**src/hdl/dcc_pkg.sv**
```systemverilog
// constants, types and register map of the dual comparator control block
// assumes a 32-bit axi4-lite register bus and an external analog front end
package dcc_pkg;
   localparam int DCC_ADDR_W = 8;
   localparam int DCC_DATA_W = 32;
   localparam int DCC_PINS = 6;
   localparam int DCC_APINS = 4;
   localparam int DCC_SYNC_STAGES = 2;
   // register byte offsets
   localparam logic [7:0] CTRL_OFF = 8'h00;
   localparam logic [7:0] STAT_OFF = 8'h04;
   localparam logic [7:0] MASK_OFF = 8'h08;
   localparam logic [7:0] REFC_OFF = 8'h0c;
   localparam logic [7:0] PORT_OFF = 8'h10;
   // comparator_control fields
   localparam int MODE_LSB = 0;
   localparam int ISW_BIT = 3;
   localparam int RES1_BIT = 6;
   localparam int RES2_BIT = 7;
   localparam logic [2:0] MODE_RST = 3'h0;
   localparam logic ISW_RST = 1'b0;
   localparam logic [1:0] IRQ_RST = 2'h0;
   localparam logic REFC_RST = 1'b0;
   localparam logic [1:0] RESP_OKAY = 2'h0;
   localparam logic [1:0] RESP_SLVERR = 2'h2;
   typedef enum logic [2:0] {
      MODE_RESET = 3'b000, MODE_ONE_SW = 3'b001, MODE_REF = 3'b010, MODE_COMMON = 3'b011,
      MODE_INDEP = 3'b100, MODE_SINGLE = 3'b101, MODE_OUTPUT = 3'b110, MODE_OFF = 3'b111
   } dcc_mode_t;
   typedef enum logic [2:0] {
      SEL_NONE = 3'b000, SEL_PIN0 = 3'b001, SEL_PIN1 = 3'b010, SEL_PIN2 = 3'b011,
      SEL_PIN3 = 3'b100, SEL_VREF = 3'b101
   } dcc_sel_t;
   typedef struct packed {
      dcc_sel_t p1;
      dcc_sel_t n1;
      dcc_sel_t p2;
      dcc_sel_t n2;
      logic on1;
      logic on2;
      logic drv;
      logic [DCC_APINS-1:0] amask;
   } dcc_cfg_t;
endpackage

```
**src/hdl/dcc_sync_if.sv**
```systemverilog
// carries raw comparator levels into the synchroniser and the sampled levels back
// assumes one clock domain on both ends
`timescale 1ns/100ps
interface dcc_sync_if #(parameter int W = 2);
   logic [W-1:0] raw;
   logic [W-1:0] synced;
   modport src (output raw, input synced);
   modport sync (input raw, output synced);
endinterface

```
**src/hdl/dcc_sync.sv**
```systemverilog
// multi-stage level synchroniser for the comparator results
// assumes raw levels are asynchronous, reset is synchronous active high
`timescale 1ns/100ps
module dcc_sync #(
   parameter int STAGES = 2,
   parameter int W = 2
) (
   input wire logic i_clk,
   input wire logic i_rst,
   dcc_sync_if.sync port
);
   logic [W-1:0] stage [STAGES];

   // one stage alone would hand a possibly metastable level straight on
   if (STAGES < 2) begin : g_bad_stages
      $error("dcc_sync needs two stages at least");
   end

   ////////////////////////////////////////////////////////////////////////
   // first stage only feeds the second, nothing else looks at it
   always_ff @(posedge i_clk) begin
      if (i_rst) begin
         stage[0] <= '0;
      end else begin
         stage[0] <= port.raw;
      end
   end

   generate
      for (genvar s = 1; s < STAGES; s++) begin : g_stage
         always_ff @(posedge i_clk) begin
            if (i_rst) begin
               stage[s] <= '0;
            end else begin
               stage[s] <= stage[s-1];
            end
         end
      end
   endgenerate

   assign port.synced = stage[STAGES-1];
endmodule

```
**src/hdl/dcc_top.sv**
```systemverilog
// holds the register slave, input/output selectors, result sampling and interrupt
// assumes an analog front end that compares the selected inputs and returns raw levels
`timescale 1ns/100ps
module dcc_top
   import dcc_pkg::*;
#(
   parameter int SYNC_STAGES = DCC_SYNC_STAGES
) (
   input wire logic i_clk,
   input wire logic i_rst,
   input wire logic i_awvalid,
   output logic o_awready,
   input wire logic [DCC_ADDR_W-1:0] i_awaddr,
   input wire logic [2:0] i_awprot,
   input wire logic i_wvalid,
   output logic o_wready,
   input wire logic [DCC_DATA_W-1:0] i_wdata,
   input wire logic [3:0] i_wstrb,
   output logic o_bvalid,
   input wire logic i_bready,
   output logic [1:0] o_bresp,
   input wire logic i_arvalid,
   output logic o_arready,
   input wire logic [DCC_ADDR_W-1:0] i_araddr,
   input wire logic [2:0] i_arprot,
   output logic o_rvalid,
   input wire logic i_rready,
   output logic [DCC_DATA_W-1:0] o_rdata,
   output logic [1:0] o_rresp,
   input wire logic i_c1_raw,
   input wire logic i_c2_raw,
   output dcc_sel_t o_c1_pos_sel,
   output dcc_sel_t o_c1_neg_sel,
   output dcc_sel_t o_c2_pos_sel,
   output dcc_sel_t o_c2_neg_sel,
   output logic [1:0] o_cmp_on,
   output logic [DCC_APINS-1:0] o_analog_mask,
   input wire logic [DCC_PINS-1:0] i_pin_dir,
   input wire logic [DCC_PINS-1:0] i_port_out,
   input wire logic [DCC_PINS-1:0] i_pin_in,
   output logic [DCC_PINS-1:0] o_pin_out,
   output logic [DCC_PINS-1:0] o_pin_oe_n,
   output logic [DCC_PINS-1:0] o_port_data,
   output logic o_irq
);

   // refused while elaborating, so no netlist with a single flop stage can exist
   if (SYNC_STAGES < 2) begin : g_bad_stages
      $error("dcc_top needs two synchroniser stages at least");
   end

   ////////////////////////////////////////////////////////////////////////
   // mode decode: input selectors, comparator power and analog pins
   function automatic dcc_cfg_t mode_cfg(input dcc_mode_t m, input logic sw);
      dcc_cfg_t c;
      c = '{SEL_NONE, SEL_NONE, SEL_NONE, SEL_NONE, 1'b0, 1'b0, 1'b0, 4'hf};
      case (m)
         MODE_RESET: begin
            c.amask = 4'hf;
         end
         MODE_ONE_SW: begin
            c = '{SEL_PIN2, sw ? SEL_PIN3 : SEL_PIN0, SEL_PIN2, SEL_PIN1, 1'b1, 1'b1, 1'b0, 4'hf};
         end
         MODE_REF: begin
            c = '{SEL_VREF, sw ? SEL_PIN3 : SEL_PIN0, SEL_VREF, sw ? SEL_PIN2 : SEL_PIN1,
                  1'b1, 1'b1, 1'b0, 4'hf};
         end
         MODE_COMMON: begin
            c = '{SEL_PIN2, SEL_PIN0, SEL_PIN2, SEL_PIN1, 1'b1, 1'b1, 1'b0, 4'h7};
         end
         MODE_INDEP: begin
            c = '{SEL_PIN3, SEL_PIN0, SEL_PIN2, SEL_PIN1, 1'b1, 1'b1, 1'b0, 4'hf};
         end
         MODE_SINGLE: begin
            c = '{SEL_NONE, SEL_NONE, SEL_PIN2, SEL_PIN1, 1'b0, 1'b1, 1'b0, 4'h6};
         end
         MODE_OUTPUT: begin
            c = '{SEL_PIN2, SEL_PIN0, SEL_PIN2, SEL_PIN1, 1'b1, 1'b1, 1'b1, 4'h7};
         end
         MODE_OFF: begin
            c.amask = 4'h0;
         end
         default: begin
            c.amask = 4'hf;
         end
      endcase
      return c;
   endfunction

   // register hit test, shared by the write and read paths
   function automatic logic reg_hit(input logic [DCC_ADDR_W-1:0] a);
      return (a == CTRL_OFF) || (a == STAT_OFF) || (a == MASK_OFF) || (a == REFC_OFF) ||
             (a == PORT_OFF);
   endfunction

   dcc_mode_t mode;
   logic isw;
   logic ref_on_c2;
   logic [1:0] irq_stat;
   logic [1:0] irq_mask;
   logic [1:0] res;
   logic [1:0] res_prev;
   logic [1:0] ev;
   dcc_cfg_t cfg;
   logic aw_have;
   logic w_have;
   logic [DCC_ADDR_W-1:0] aw_addr;
   logic [DCC_DATA_W-1:0] w_data;
   logic [3:0] w_strb;
   logic wr_fire;
   logic next_aw_have;
   logic next_w_have;
   logic next_rbusy;
   logic rd_take;
   logic wr_lane0;

   ////////////////////////////////////////////////////////////////////////
   // write channel: address and data taken in either order, answer after both
   assign wr_fire = aw_have && w_have && !o_bvalid;
   assign wr_lane0 = wr_fire && w_strb[0];
   assign next_aw_have = wr_fire ? 1'b0 : (aw_have || (o_awready && i_awvalid));
   assign next_w_have = wr_fire ? 1'b0 : (w_have || (o_wready && i_wvalid));

   always_ff @(posedge i_clk) begin
      if (i_rst) begin
         aw_have <= 1'b0;
         w_have <= 1'b0;
         aw_addr <= '0;
         w_data <= '0;
         w_strb <= '0;
         o_awready <= 1'b0;
         o_wready <= 1'b0;
      end else begin
         aw_have <= next_aw_have;
         w_have <= next_w_have;
         o_awready <= !next_aw_have;
         o_wready <= !next_w_have;
         if (o_awready && i_awvalid) begin
            aw_addr <= i_awaddr;
         end
         if (o_wready && i_wvalid) begin
            w_data <= i_wdata;
            w_strb <= i_wstrb;
         end
      end
   end

   // write response, unmapped offsets answer slverr
   always_ff @(posedge i_clk) begin
      if (i_rst) begin
         o_bvalid <= 1'b0;
         o_bresp <= RESP_OKAY;
      end else if (wr_fire) begin
         o_bvalid <= 1'b1;
         o_bresp <= reg_hit(aw_addr) ? RESP_OKAY : RESP_SLVERR;
      end else if (i_bready) begin
         o_bvalid <= 1'b0;
      end
   end

   ////////////////////////////////////////////////////////////////////////
   // control register: only mode and switch are writable, results are not
   always_ff @(posedge i_clk) begin
      if (i_rst) begin
         mode <= dcc_mode_t'(MODE_RST);
         isw <= ISW_RST;
      end else if (wr_lane0 && aw_addr == CTRL_OFF) begin
         mode <= dcc_mode_t'(w_data[MODE_LSB +: 3]);
         isw <= w_data[ISW_BIT];
      end
   end

   // reference routing bit lets comparator 2 use the reference in any mode that powers comparator 2
   always_ff @(posedge i_clk) begin
      if (i_rst) begin
         ref_on_c2 <= REFC_RST;
         irq_mask <= IRQ_RST;
      end else if (wr_lane0) begin
         if (aw_addr == REFC_OFF) begin
            ref_on_c2 <= w_data[0];
         end
         if (aw_addr == MASK_OFF) begin
            irq_mask <= w_data[1:0];
         end
      end
   end

   ////////////////////////////////////////////////////////////////////////
   // selectors follow the decoded mode one cycle later
   assign cfg = mode_cfg(mode, isw);

   always_ff @(posedge i_clk) begin
      if (i_rst) begin
         o_c1_pos_sel <= SEL_NONE;
         o_c1_neg_sel <= SEL_NONE;
         o_c2_pos_sel <= SEL_NONE;
         o_c2_neg_sel <= SEL_NONE;
         o_cmp_on <= 2'h0;
         o_analog_mask <= 4'hf;
      end else begin
         o_c1_pos_sel <= cfg.p1;
         o_c1_neg_sel <= cfg.n1;
         o_c2_pos_sel <= (ref_on_c2 && cfg.on2) ? SEL_VREF : cfg.p2;
         o_c2_neg_sel <= cfg.n2;
         o_cmp_on <= {cfg.on2, cfg.on1};
         o_analog_mask <= cfg.amask;
      end
   end

   ////////////////////////////////////////////////////////////////////////
   // results: raw levels are asynchronous, so they pass the synchroniser
   dcc_sync_if #(.W(2)) sync_bus ();
   assign sync_bus.raw = {i_c2_raw, i_c1_raw};

   dcc_sync #(
      .STAGES(SYNC_STAGES),
      .W(2)
   ) u_sync (
      .i_clk(i_clk),
      .i_rst(i_rst),
      .port(sync_bus.sync)
   );

   // a powered-down comparator reads low
   always_ff @(posedge i_clk) begin
      if (i_rst) begin
         res <= 2'h0;
         res_prev <= 2'h0;
      end else begin
         res <= sync_bus.synced & {cfg.on2, cfg.on1};
         res_prev <= res;
      end
   end

   ////////////////////////////////////////////////////////////////////////
   // change events; a set in the clearing cycle wins over the clear
   assign ev = res ^ res_prev;

   always_ff @(posedge i_clk) begin
      if (i_rst) begin
         irq_stat <= IRQ_RST;
      end else if (wr_lane0 && aw_addr == STAT_OFF) begin
         irq_stat <= (irq_stat & ~w_data[1:0]) | ev;
      end else begin
         irq_stat <= irq_stat | ev;
      end
   end

   always_ff @(posedge i_clk) begin
      if (i_rst) begin
         o_irq <= 1'b0;
      end else begin
         o_irq <= |(irq_stat & irq_mask);
      end
   end

   ////////////////////////////////////////////////////////////////////////
   // pins: direction always from the direction register, result drive in output mode
   always_ff @(posedge i_clk) begin
      if (i_rst) begin
         o_pin_oe_n <= '1;
         o_pin_out <= '0;
         o_port_data <= '0;
      end else begin
         o_pin_oe_n <= i_pin_dir;
         o_pin_out <= cfg.drv ? {res, i_port_out[3:0]} : i_port_out;
         o_port_data <= i_pin_in & ~{2'b00, cfg.amask};
      end
   end

   ////////////////////////////////////////////////////////////////////////
   // read channel: one read at a time, data one cycle after the address
   assign rd_take = o_arready && i_arvalid;
   assign next_rbusy = (o_rvalid && !i_rready) || rd_take;

   always_ff @(posedge i_clk) begin
      if (i_rst) begin
         o_arready <= 1'b0;
         o_rvalid <= 1'b0;
         o_rdata <= '0;
         o_rresp <= RESP_OKAY;
      end else begin
         o_arready <= !next_rbusy;
         if (rd_take) begin
            o_rvalid <= 1'b1;
            o_rresp <= reg_hit(i_araddr) ? RESP_OKAY : RESP_SLVERR;
            case (i_araddr)
               CTRL_OFF: o_rdata <= {24'h0, res[1], res[0], 2'b00, isw, mode};
               STAT_OFF: o_rdata <= {30'h0, irq_stat};
               MASK_OFF: o_rdata <= {30'h0, irq_mask};
               REFC_OFF: o_rdata <= {31'h0, ref_on_c2};
               PORT_OFF: o_rdata <= {26'h0, o_port_data};
               default: o_rdata <= '0;
            endcase
         end else if (i_rready) begin
            o_rvalid <= 1'b0;
         end
      end
   end
endmodule

```
**config.mk**
```make
export PLATFORM = sky130hd
export DESIGN_NAME = dcc_top
export DESIGN_NICKNAME = d
export VERILOG_FILES = /design/src/hdl/dcc_pkg.sv /design/src/hdl/dcc_sync_if.sv /design/src/hdl/dcc_sync.sv /design/src/hdl/dcc_top.sv
export SDC_FILE = /design/constraint.sdc
export NUM_CORES = 1
export LEC_CHECK = 0
export BUFFER_PORTS_ARGS = -buffer_cell sky130_fd_sc_hd__buf_4
export CORE_AREA = 5 5 108 110
export CTS_CLUSTER_DIAMETER = 60
export DETAILED_ROUTE_END_ITERATION = 8
export DIE_AREA = 0 0 113 115
export PLACE_DENSITY = 0.63
export SYNTH_ARGS = -nofsm -noshare
export SYNTH_HDL_FRONTEND = slang
export SYNTH_SLANG_ARGS = --single-unit
```
**constraint.sdc**
```tcl
create_clock -name i_clk -period 3.85 [get_ports i_clk]
set_clock_uncertainty 0.2 [all_clocks]
set_input_delay 0 -clock i_clk [delete_from_list [all_inputs] [get_ports i_clk]]
set_output_delay 0 -clock i_clk [all_outputs]
set_load 0.01 [all_outputs]
```
==> results list, run 1 <==
- Synth-to-Final Area Change: 58.9%
- The count of pins over their slew limit is 0.
* Static leakage power: 2.09 nW
- The core region is 0.0106 sq mm.
* Worst slack at placement: 2.03 ns
- Insertion delay of the later-clocked pin in the worst-skew pair: 0.35 ns
- In this run the critical register-to-register path is launched from o_arready.
- The worst setup path is captured at a flop.
- Total global-route track usage: 13.0%
- Yosys mapped a number of flops with a built-in enable equal to 0.
- Setup violators final: 0
- Post-CTS timing repair inserted 0 buffers for setup.
* Starting utilization of the core area: 28.9%
- Netlist area before placement: 0.00306 sq mm
* Post-synthesis average cell area: 9.17 sq um
* Aggregate routed wire length: 8260 microns
- Std cell rows: 38
- Final design utilization: 45.9%
- Final nets: 592
- Number of sinks on the clock net: 80
- DRT Pass-1 Iters: 4
- The H-tree generated during clock tree synthesis spans 3 levels.
- Setup CP Type: primary input to flop
- At the pin with the least slew margin, the transition time is 0.692 ns.
- The wire-length estimate of the detail-placed layout is 5290 microns.
- Routability-driven placement finished with a final weighted congestion of 0.771.
- Proportion of layout cells with a drive suffix above 1: 24.2%
- Total number of yosys warnings: 0
* Area leader, netlist: sky130_fd_sc_hd__dfxtp_1
- The repair_antennas step left the layout with diodes totalling 0.
- Post-route DRC: 0
* Final worst path period need: 3.10 ns
- Pin count of the biggest net entering global routing: 70
- Area used by multi-input combinational logic: 0.00124 sq mm
- The final hold violation count is 0.
- Across the run, the number of max-cap violations was 0.
* Post-synthesis sequential area ratio: 52.3%
- Setup repair after global routing left no endpoint under its margin.
- CP Data Required Time: 3.95 ns
* Predominant post-synthesis flop cell: sky130_fd_sc_hd__dfxtp_1
- Final routed wire length divided by cell count: 12.7 microns
- Source of the critical timing path: i_araddr[7]
- Clock tree root driver cell: sky130_fd_sc_hd__clkbuf_8
- Leading cell types by count after synthesis: sky130_fd_sc_hd__dfxtp_1 (80), sky130_fd_sc_hd__a21oi_1 (30), sky130_fd_sc_hd__buf_4 (30)
- Critical Path Source Type: primary input
- TritonCTS created 9 clock buffers.
* Result of the run: finished, final reports clean
* Max-slew headroom: 53.9%
- Setup slack closes at 0.754 ns.
* Routed vias/inst: 4.35
* I/O pin cnt: 163
* Critical hold path startpoint: i_araddr[2]
- The floorplan step defined a die boundary enclosing 0.0130 sq mm.
* Final Cycle Share: 80.4%
- Iteration-0 DRC Markers: 144
- Vertical die dimension: 115 microns
- Timing-limited maximum frequency: 323 MHz
- Async set or reset register ratio after synthesis: 0%
- # fillers: 973
- The clock passes through at most 2 buffers.
- Total via count after detailed routing: 2837
- After clock tree synthesis, the repair step resized 0 gates.
- After synthesis the netlist holds a flip-flop and latch count of 80.
- Global routing finished with a remaining overflow of 0.
- TritonCTS clock tree: yes
* Area contributors post-synth: sky130_fd_sc_hd__dfxtp_1 (52%), sky130_fd_sc_hd__buf_4 (7.4%), sky130_fd_sc_hd__a21oi_1 (4.9%)
- Seq. cell area: 0.00160 sq mm
* Distinct cell type count after synthesis: 39
- Tightest Hold Check Type: primary input to flop
- Chip Width: 113 microns
- Post-route total power: 1.78 mW
- The detail route stage leaves a number of antenna-violating nets equal to 0.
- Dividing total power by cell area gives a power density of 366 mW/mm^2.
- In the final timing run, aggregate negative setup slack is 0 ns.
- Worst voltage drop across the vdd grid: 0.191 mV
- Synthesis produced 334 cells.
- Clock-pin slew reported for the worst setup and hold paths after clock tree synthesis: 0.08 ns
- The top cell type by area accounts for 52.3% of the synthesized area.
- The number of global-route vias before repair is 2828.
* Area of all placed cells without fillers: 0.00486 sq mm
- During placement, the flow inserted port buffers numbering 97.
- Along the worst path, the maximum fanout reaches 3.
- Most frequently used cell type in the post-synthesis netlist: sky130_fd_sc_hd__dfxtp_1
- Summing all placed instances gives a cell area of 0.00376 sq mm.
* Critical path data arrival time: 3.20 ns
- Antenna violations before repair: 0
- The first global-routing pass estimated 13400 microns of wire.
* Quantity of hold-fixing buffers added after cts: 87
[worst paths after layout]
check	cells past startpoint	slack, ns	end
setup / recovery	9	0.75	o_rdata[1]
hold / removal	5	0.03	o_rdata[3]
setup reg to reg	7	0.76	o_rdata[1]
hold reg to reg	1	0.23	res[1]
[worst max-delay path: stages]
cell                            delay [ns]
sky130_fd_sc_hd__dlygate4sd3_1        0.55
sky130_fd_sc_hd__buf_4                0.13
sky130_fd_sc_hd__or4_4                0.49
sky130_fd_sc_hd__nor3_1               0.14
sky130_fd_sc_hd__dlygate4sd3_1        0.58
sky130_fd_sc_hd__o31ai_1              0.06
sky130_fd_sc_hd__dlygate4sd3_1        0.55
sky130_fd_sc_hd__a21oi_1              0.12
sky130_fd_sc_hd__dlygate4sd3_1        0.56
[registers in the layout (all words and copies together) (netlist names), 3 cells and up]
signal / count
aw_addr: 8
mode: 3
o_analog_mask: 3
o_c1_pos_sel: 3
o_c2_pos_sel: 3
o_pin_oe_n: 6
o_pin_out: 6
o_port_data: 6
o_rdata: 8
u_sync.stage: 4
w_data: 4
[metal layers]
metal	part of all wire (%)	track usage (%)	wire length, microns
met1	40	14.4	3310
met2	51	22.9	4220
met3	6.4	4.16	525
met4	2.5	5.85	204
met5	0	0	0
[cell usage in the layout (no fill, tap or decap), types with 3 or more instances in the layout]
master,synthesis,final
sky130_fd_sc_hd__buf_4,30,97
sky130_fd_sc_hd__dfxtp_1,80,80
sky130_fd_sc_hd__nand2_1,28,28
sky130_fd_sc_hd__a32oi_1,4,4
sky130_fd_sc_hd__mux2i_1,7,7
sky130_fd_sc_hd__conb_1,1,28
sky130_fd_sc_hd__a31oi_1,3,3
sky130_fd_sc_hd__clkbuf_8,0,9
sky130_fd_sc_hd__o21ai_0,14,14
sky130_fd_sc_hd__clkbuf_1,11,4
sky130_fd_sc_hd__inv_1,5,5
sky130_fd_sc_hd__xnor2_1,4,4
sky130_fd_sc_hd__nor3_1,8,8
sky130_fd_sc_hd__nand3_1,17,17
sky130_fd_sc_hd__dlygate4sd3_1,0,87
sky130_fd_sc_hd__and2_1,3,3
sky130_fd_sc_hd__or2_2,10,10
sky130_fd_sc_hd__bufinv_16,0,3
sky130_fd_sc_hd__a21oi_1,30,30
sky130_fd_sc_hd__nand4b_1,3,3
sky130_fd_sc_hd__nor2b_1,15,15
sky130_fd_sc_hd__a22oi_1,3,3
sky130_fd_sc_hd__nor2_1,28,28
[cells by family (layout without fill, tap and decap cells)]
family / after synthesis / after routing / share of synthesized area [%]
simple gates: 127 / 127 / 22.0
flops: 80 / 80 / 52.3
compound gates: 59 / 59 / 11.0
buf+inv: 54 / 205 / 10.5
mux: 9 / 9 / 3.02
xor+xnor: 4 / 4 / 1.14
other cells: 1 / 28 / 0.122
[through the flow]
stage,cells,hold slack (ns)
floorplan,361,-0.0962
global placement,549,-0.0147
detailed placement,549,-0.0115
CTS,652,0.00812
global route,652,0.0380
finish,652,0.0340
[power breakdown]
| group | switching (mW) | leakage [nW] | internal (mW) |
|---|---|---|---|
| clock network | 0.282 | 0.112 | 0.432 |
| logic | 0.0814 | 1.33 | 0.117 |
| registers | 0.0175 | 0.652 | 0.850 |
| total | 0.380 | 2.09 | 1.40 |
[area by class of cell]
| cell class | count | share of cell area, % |
|---|---|---|
| clock buffers | 13 | 2.85 |
| clock inverters | 3 | 1.85 |
| inverters | 5 | 0.386 |
| multi-input cells | 227 | 25.5 |
| flip-flops and latches | 80 | 32.9 |
| well taps | 140 | 3.60 |
| repair buffers | 184 | 32.9 |
No activity file was read; power rests on OpenSTA's default activity.
==> inputs of run 2 (changes only) <==
==> constraint.sdc (replaced) <==
create_clock -name i_clk -period 3.2 [get_ports i_clk]
set_clock_uncertainty 0.2 [all_clocks]
set_input_delay 0 -clock i_clk [delete_from_list [all_inputs] [get_ports i_clk]]
set_output_delay 0 -clock i_clk [all_outputs]
set_load 0.01 [all_outputs]
==> run 2 against run 1 <==
Compared with the run above:
- non-clock buffer count unchanged
- sequential share of layout area increased by 0.26 points
- wire length increased by 2.7%
- register-to-register slack got worse by 0.50 ns
- sequential power increased by 20%
- via count about the same
- combinational power increased by 21%
- clock power decreased by 2.8%
- global-route usage increased by 0.081 points
==> results list, run 2 (same netlist as run 1, synthesis figures left out) <==
* Internal portion of total power: 1.46 mW (+4.3%)
- The critical path is of the primary input to flop type.
- Commonest cells after routing, fill and taps aside: sky130_fd_sc_hd__buf_4 (98), sky130_fd_sc_hd__dlygate4sd3_1 (86), sky130_fd_sc_hd__dfxtp_1 (80)
- The total number of cells along the worst setup path was 9 (unchanged).
- The sequential power share is 52.8% (+4.1 points).
- The core region area is 0.0106 sq mm (unchanged).
* Global-route wire length before repair: 13500 microns (+0.92%)
- CP Data Required Time: 3.29 ns (-0.66 ns)
- Worst-margin pin slew: 0.691 ns (-0.000387 ns)
- The number of search-and-repair iterations in the first detailed-routing pass was 4 (unchanged).
* Post-route DRC: 0 (unchanged)
* Pin count of the biggest net entering global routing: 70 (unchanged)
- Total via count after detailed routing: 2836 (-0.035%)
- The fill cell total of the finished layout came to 1020 (+4.8%).
* Maximum fanout count along the critical path: 3 (unchanged)
* Synth-to-Final Area Change: 57.6%
- Subtracting the final worst setup slack from the clock period gives 3.11 ns.
- The path class of the tightest hold or removal check is primary input to flop.
* Proportion of layout cells with a drive suffix above 1: 25.6% (+1.4 points)
- The die outline area came to 0.0130 sq mm (unchanged).
- The share of total power consumed by net switching came to 26.2% (+4.8 points).
- TritonCTS clock tree: yes
- The total routing usage reported by global routing was 13.1% (+0.081 points).
- Post-CTS Setup Bufs: 0 (unchanged)
* Total overflow reported by the global router: 0 (unchanged)
- Final non-filler cell total: 652 (unchanged)
- Post-detailed-route count of antenna-violating nets: 0 (unchanged)
- Critical path buffers and inverters: 5 (unchanged)
- Worst hold stages: 5 (unchanged)
- STA classifies the critical path endpoint as a flop.
- The standard-cell row count is 38 (unchanged).
- Timing-limited maximum frequency: 322 MHz
- The starting density of the core was 28.9% (unchanged).
- The TritonCTS buffer count is 9 (unchanged).
- The slowest stage of the critical path belongs to the cell sky130_fd_sc_hd__dlygate4sd3_1.
* Switching power of the nets: 0.518 mW (+36%)
- Critical Path Most Common Cell: sky130_fd_sc_hd__dlygate4sd3_1
- Static leakage power: 2.07 nW (-1.1%)
- The placed instance count is 550 (+0.18%).
- The overall power was 1.98 mW (+11%).
- Biggest regs: aw_addr x8, o_rdata x8
- GP Congestion: 0.739 (-4.1%)
- The number of ports placed on the die boundary is 163 (unchanged).
* Clock-pin slew reported for the worst setup and hold paths after clock tree synthesis: 0.09 ns (about the same)
- The number of buffers on the longest clock path was 2 (unchanged).
- Critical Path Source Type: primary input
* Vertical die dimension: 115 microns (unchanged)
- The maximum level of the CTS H-tree is 3 (unchanged).
- The clock network latency to the later pin of the worst-skew pair is 0.34 ns (about the same).
- Iteration-0 DRC Markers: 103 (-28%)
- Max-slew violation count: 0 (unchanged)
- Final nets: 592 (unchanged)
- HPWL after detailed placement: 5330 microns (+0.83%)
- The die extent in x is 113 microns (unchanged).
* # diodes: 0 (unchanged)
* Clock tree root driver cell: sky130_fd_sc_hd__clkbuf_8
- The path depth of the worst reg2reg path was 7 (unchanged).
- The combinational cell fraction of total power was 12.1% (+1.0 points).
- The power share of the clock group was 35.1% (-5.0 points).
* Kind of cell with the highest combined delay on the critical path: buffers and inverters
- Final Cycle Share: 97.1%
- The power per cell area was 410 mW/mm^2 (+12%).
* Setup violators final: 0 (unchanged)
* Antenna violations before repair: 0 (unchanged)
* Final routed wire length divided by cell count: 13.0 microns (+2.7%)
- The delay of the slowest cell on the worst path came to 0.58 ns (about the same).
- The worst relative slew slack is 53.9% (about the same).
* Total Neg Setup Slack: 0 ns (unchanged)
- Result of the run: finished, final reports clean
* RSZ-0062 raised after global routing: no
- The count of port buffers added during placement is 97 (unchanged).
- Cell-by-cell listing of the critical path: dlygate4sd3_1, buf_4, or4_4, nor3_2, dlygate4sd3_1, o31ai_1, dlygate4sd3_1, a21oi_1, dlygate4sd3_1
- The final hold violation count is 0 (unchanged).
* Routed vias/inst: 4.35 (about the same)
- The total number of clock tree sinks came to 80 (unchanged).
- Via count of the first global-routing pass: 2829 (+0.035%)
- Most frequent standard cell in the layout excluding fill and tap cells: sky130_fd_sc_hd__buf_4
- The detailed-route wire length was 8480 microns (+2.7%).
- The worst endpoint data arrival time was 3.20 ns (about the same).
- The worst voltage drop across the vdd grid came to 0.158 mV (-17%).
- The number of maximum-capacitance violations came to 0 (unchanged).
-- run 2: changes by cell type in the layout (fill, tap and decap cells not counted), sizes merged --
cell	previous run	this run
bufinv	3	0
inv	5	9
dlygate4sd3	87	86
clkbuf	13	9
clkinv	0	1
buf	97	98
clkinvlp	0	2
-- run 2: cell type report --
cell class / instances / area [sq um] / share of cell area [%]
clock inverters: 7 / 61.3 / 1.27
clock buffers: 9 / 124 / 2.57
flip-flops and latches: 80 / 1600 / 33.2
well taps: 140 / 175 / 3.63
multi-input cells: 227 / 1250 / 25.9
inverters: 5 / 18.8 / 0.389
repair buffers: 184 / 1600 / 33.1
-- run 2: final timing paths --
kind,startpoint,endpoint,slack (ns)
max,i_araddr[7],o_rdata[1],0.09
min reg2reg,u_sync.stage[1][0],res[0],0.24
min,i_araddr[2],o_rdata[3],0.04
max reg2reg,o_arready,o_rdata[1],0.26
-- run 2: routing by layer --
layer | track usage, % | routed length [microns]
met2 | 22.9 | 4310
met3 | 4.21 | 611
met1 | 15.1 | 3420
met5 | 0 | 0
met4 | 4.81 | 148
-- run 2: power by group through the flow --
stage	Sequential (mW)	Clock [mW]	Combinational (mW)
2_1_floorplan	1.07	0	0.103
3_3_place_gp	1.07	0	0.158
3_5_place_dp	1.07	0	0.162
4_1_cts	1.04	0.726	0.235
5_1_grt	1.05	0.778	0.261
6_report	1.04	0.694	0.239
-- run 2: worst reg2reg max path: cells and delay by family (launching register included) --
| kind | cells | cell delay, ns |
|---|---|---|
| AO/OA/AOI/OAI | 2 | 0.18 |
| buffers and inverters | 3 | 1.70 |
| AND/OR/NAND/NOR | 2 | 0.41 |
| flip-flops | 1 | 0.39 |
-- run 2: metrics by stage --
stage	hold slack [ns]	setup slack [ns]	instance area (sq um)	utilization, %
final	0.0383	0.0917	4830	45.5
after global routing	0.0533	0.0266	4830	45.5
after CTS	0.00606	0.132	4820	45.4
after detailed placement	-0.0131	1.39	3770	35.6
after global placement	-0.0147	1.48	3770	35.6
after floorplan	-0.0962	1.74	3160	-
-- run 2: timing repair --
action / in CTS / in global routing
setup endpoints to repair: 0 / 1
hold buffers: 86 / 0
hold endpoints to repair: 58 / 0
gates resized for setup: 0 / 2
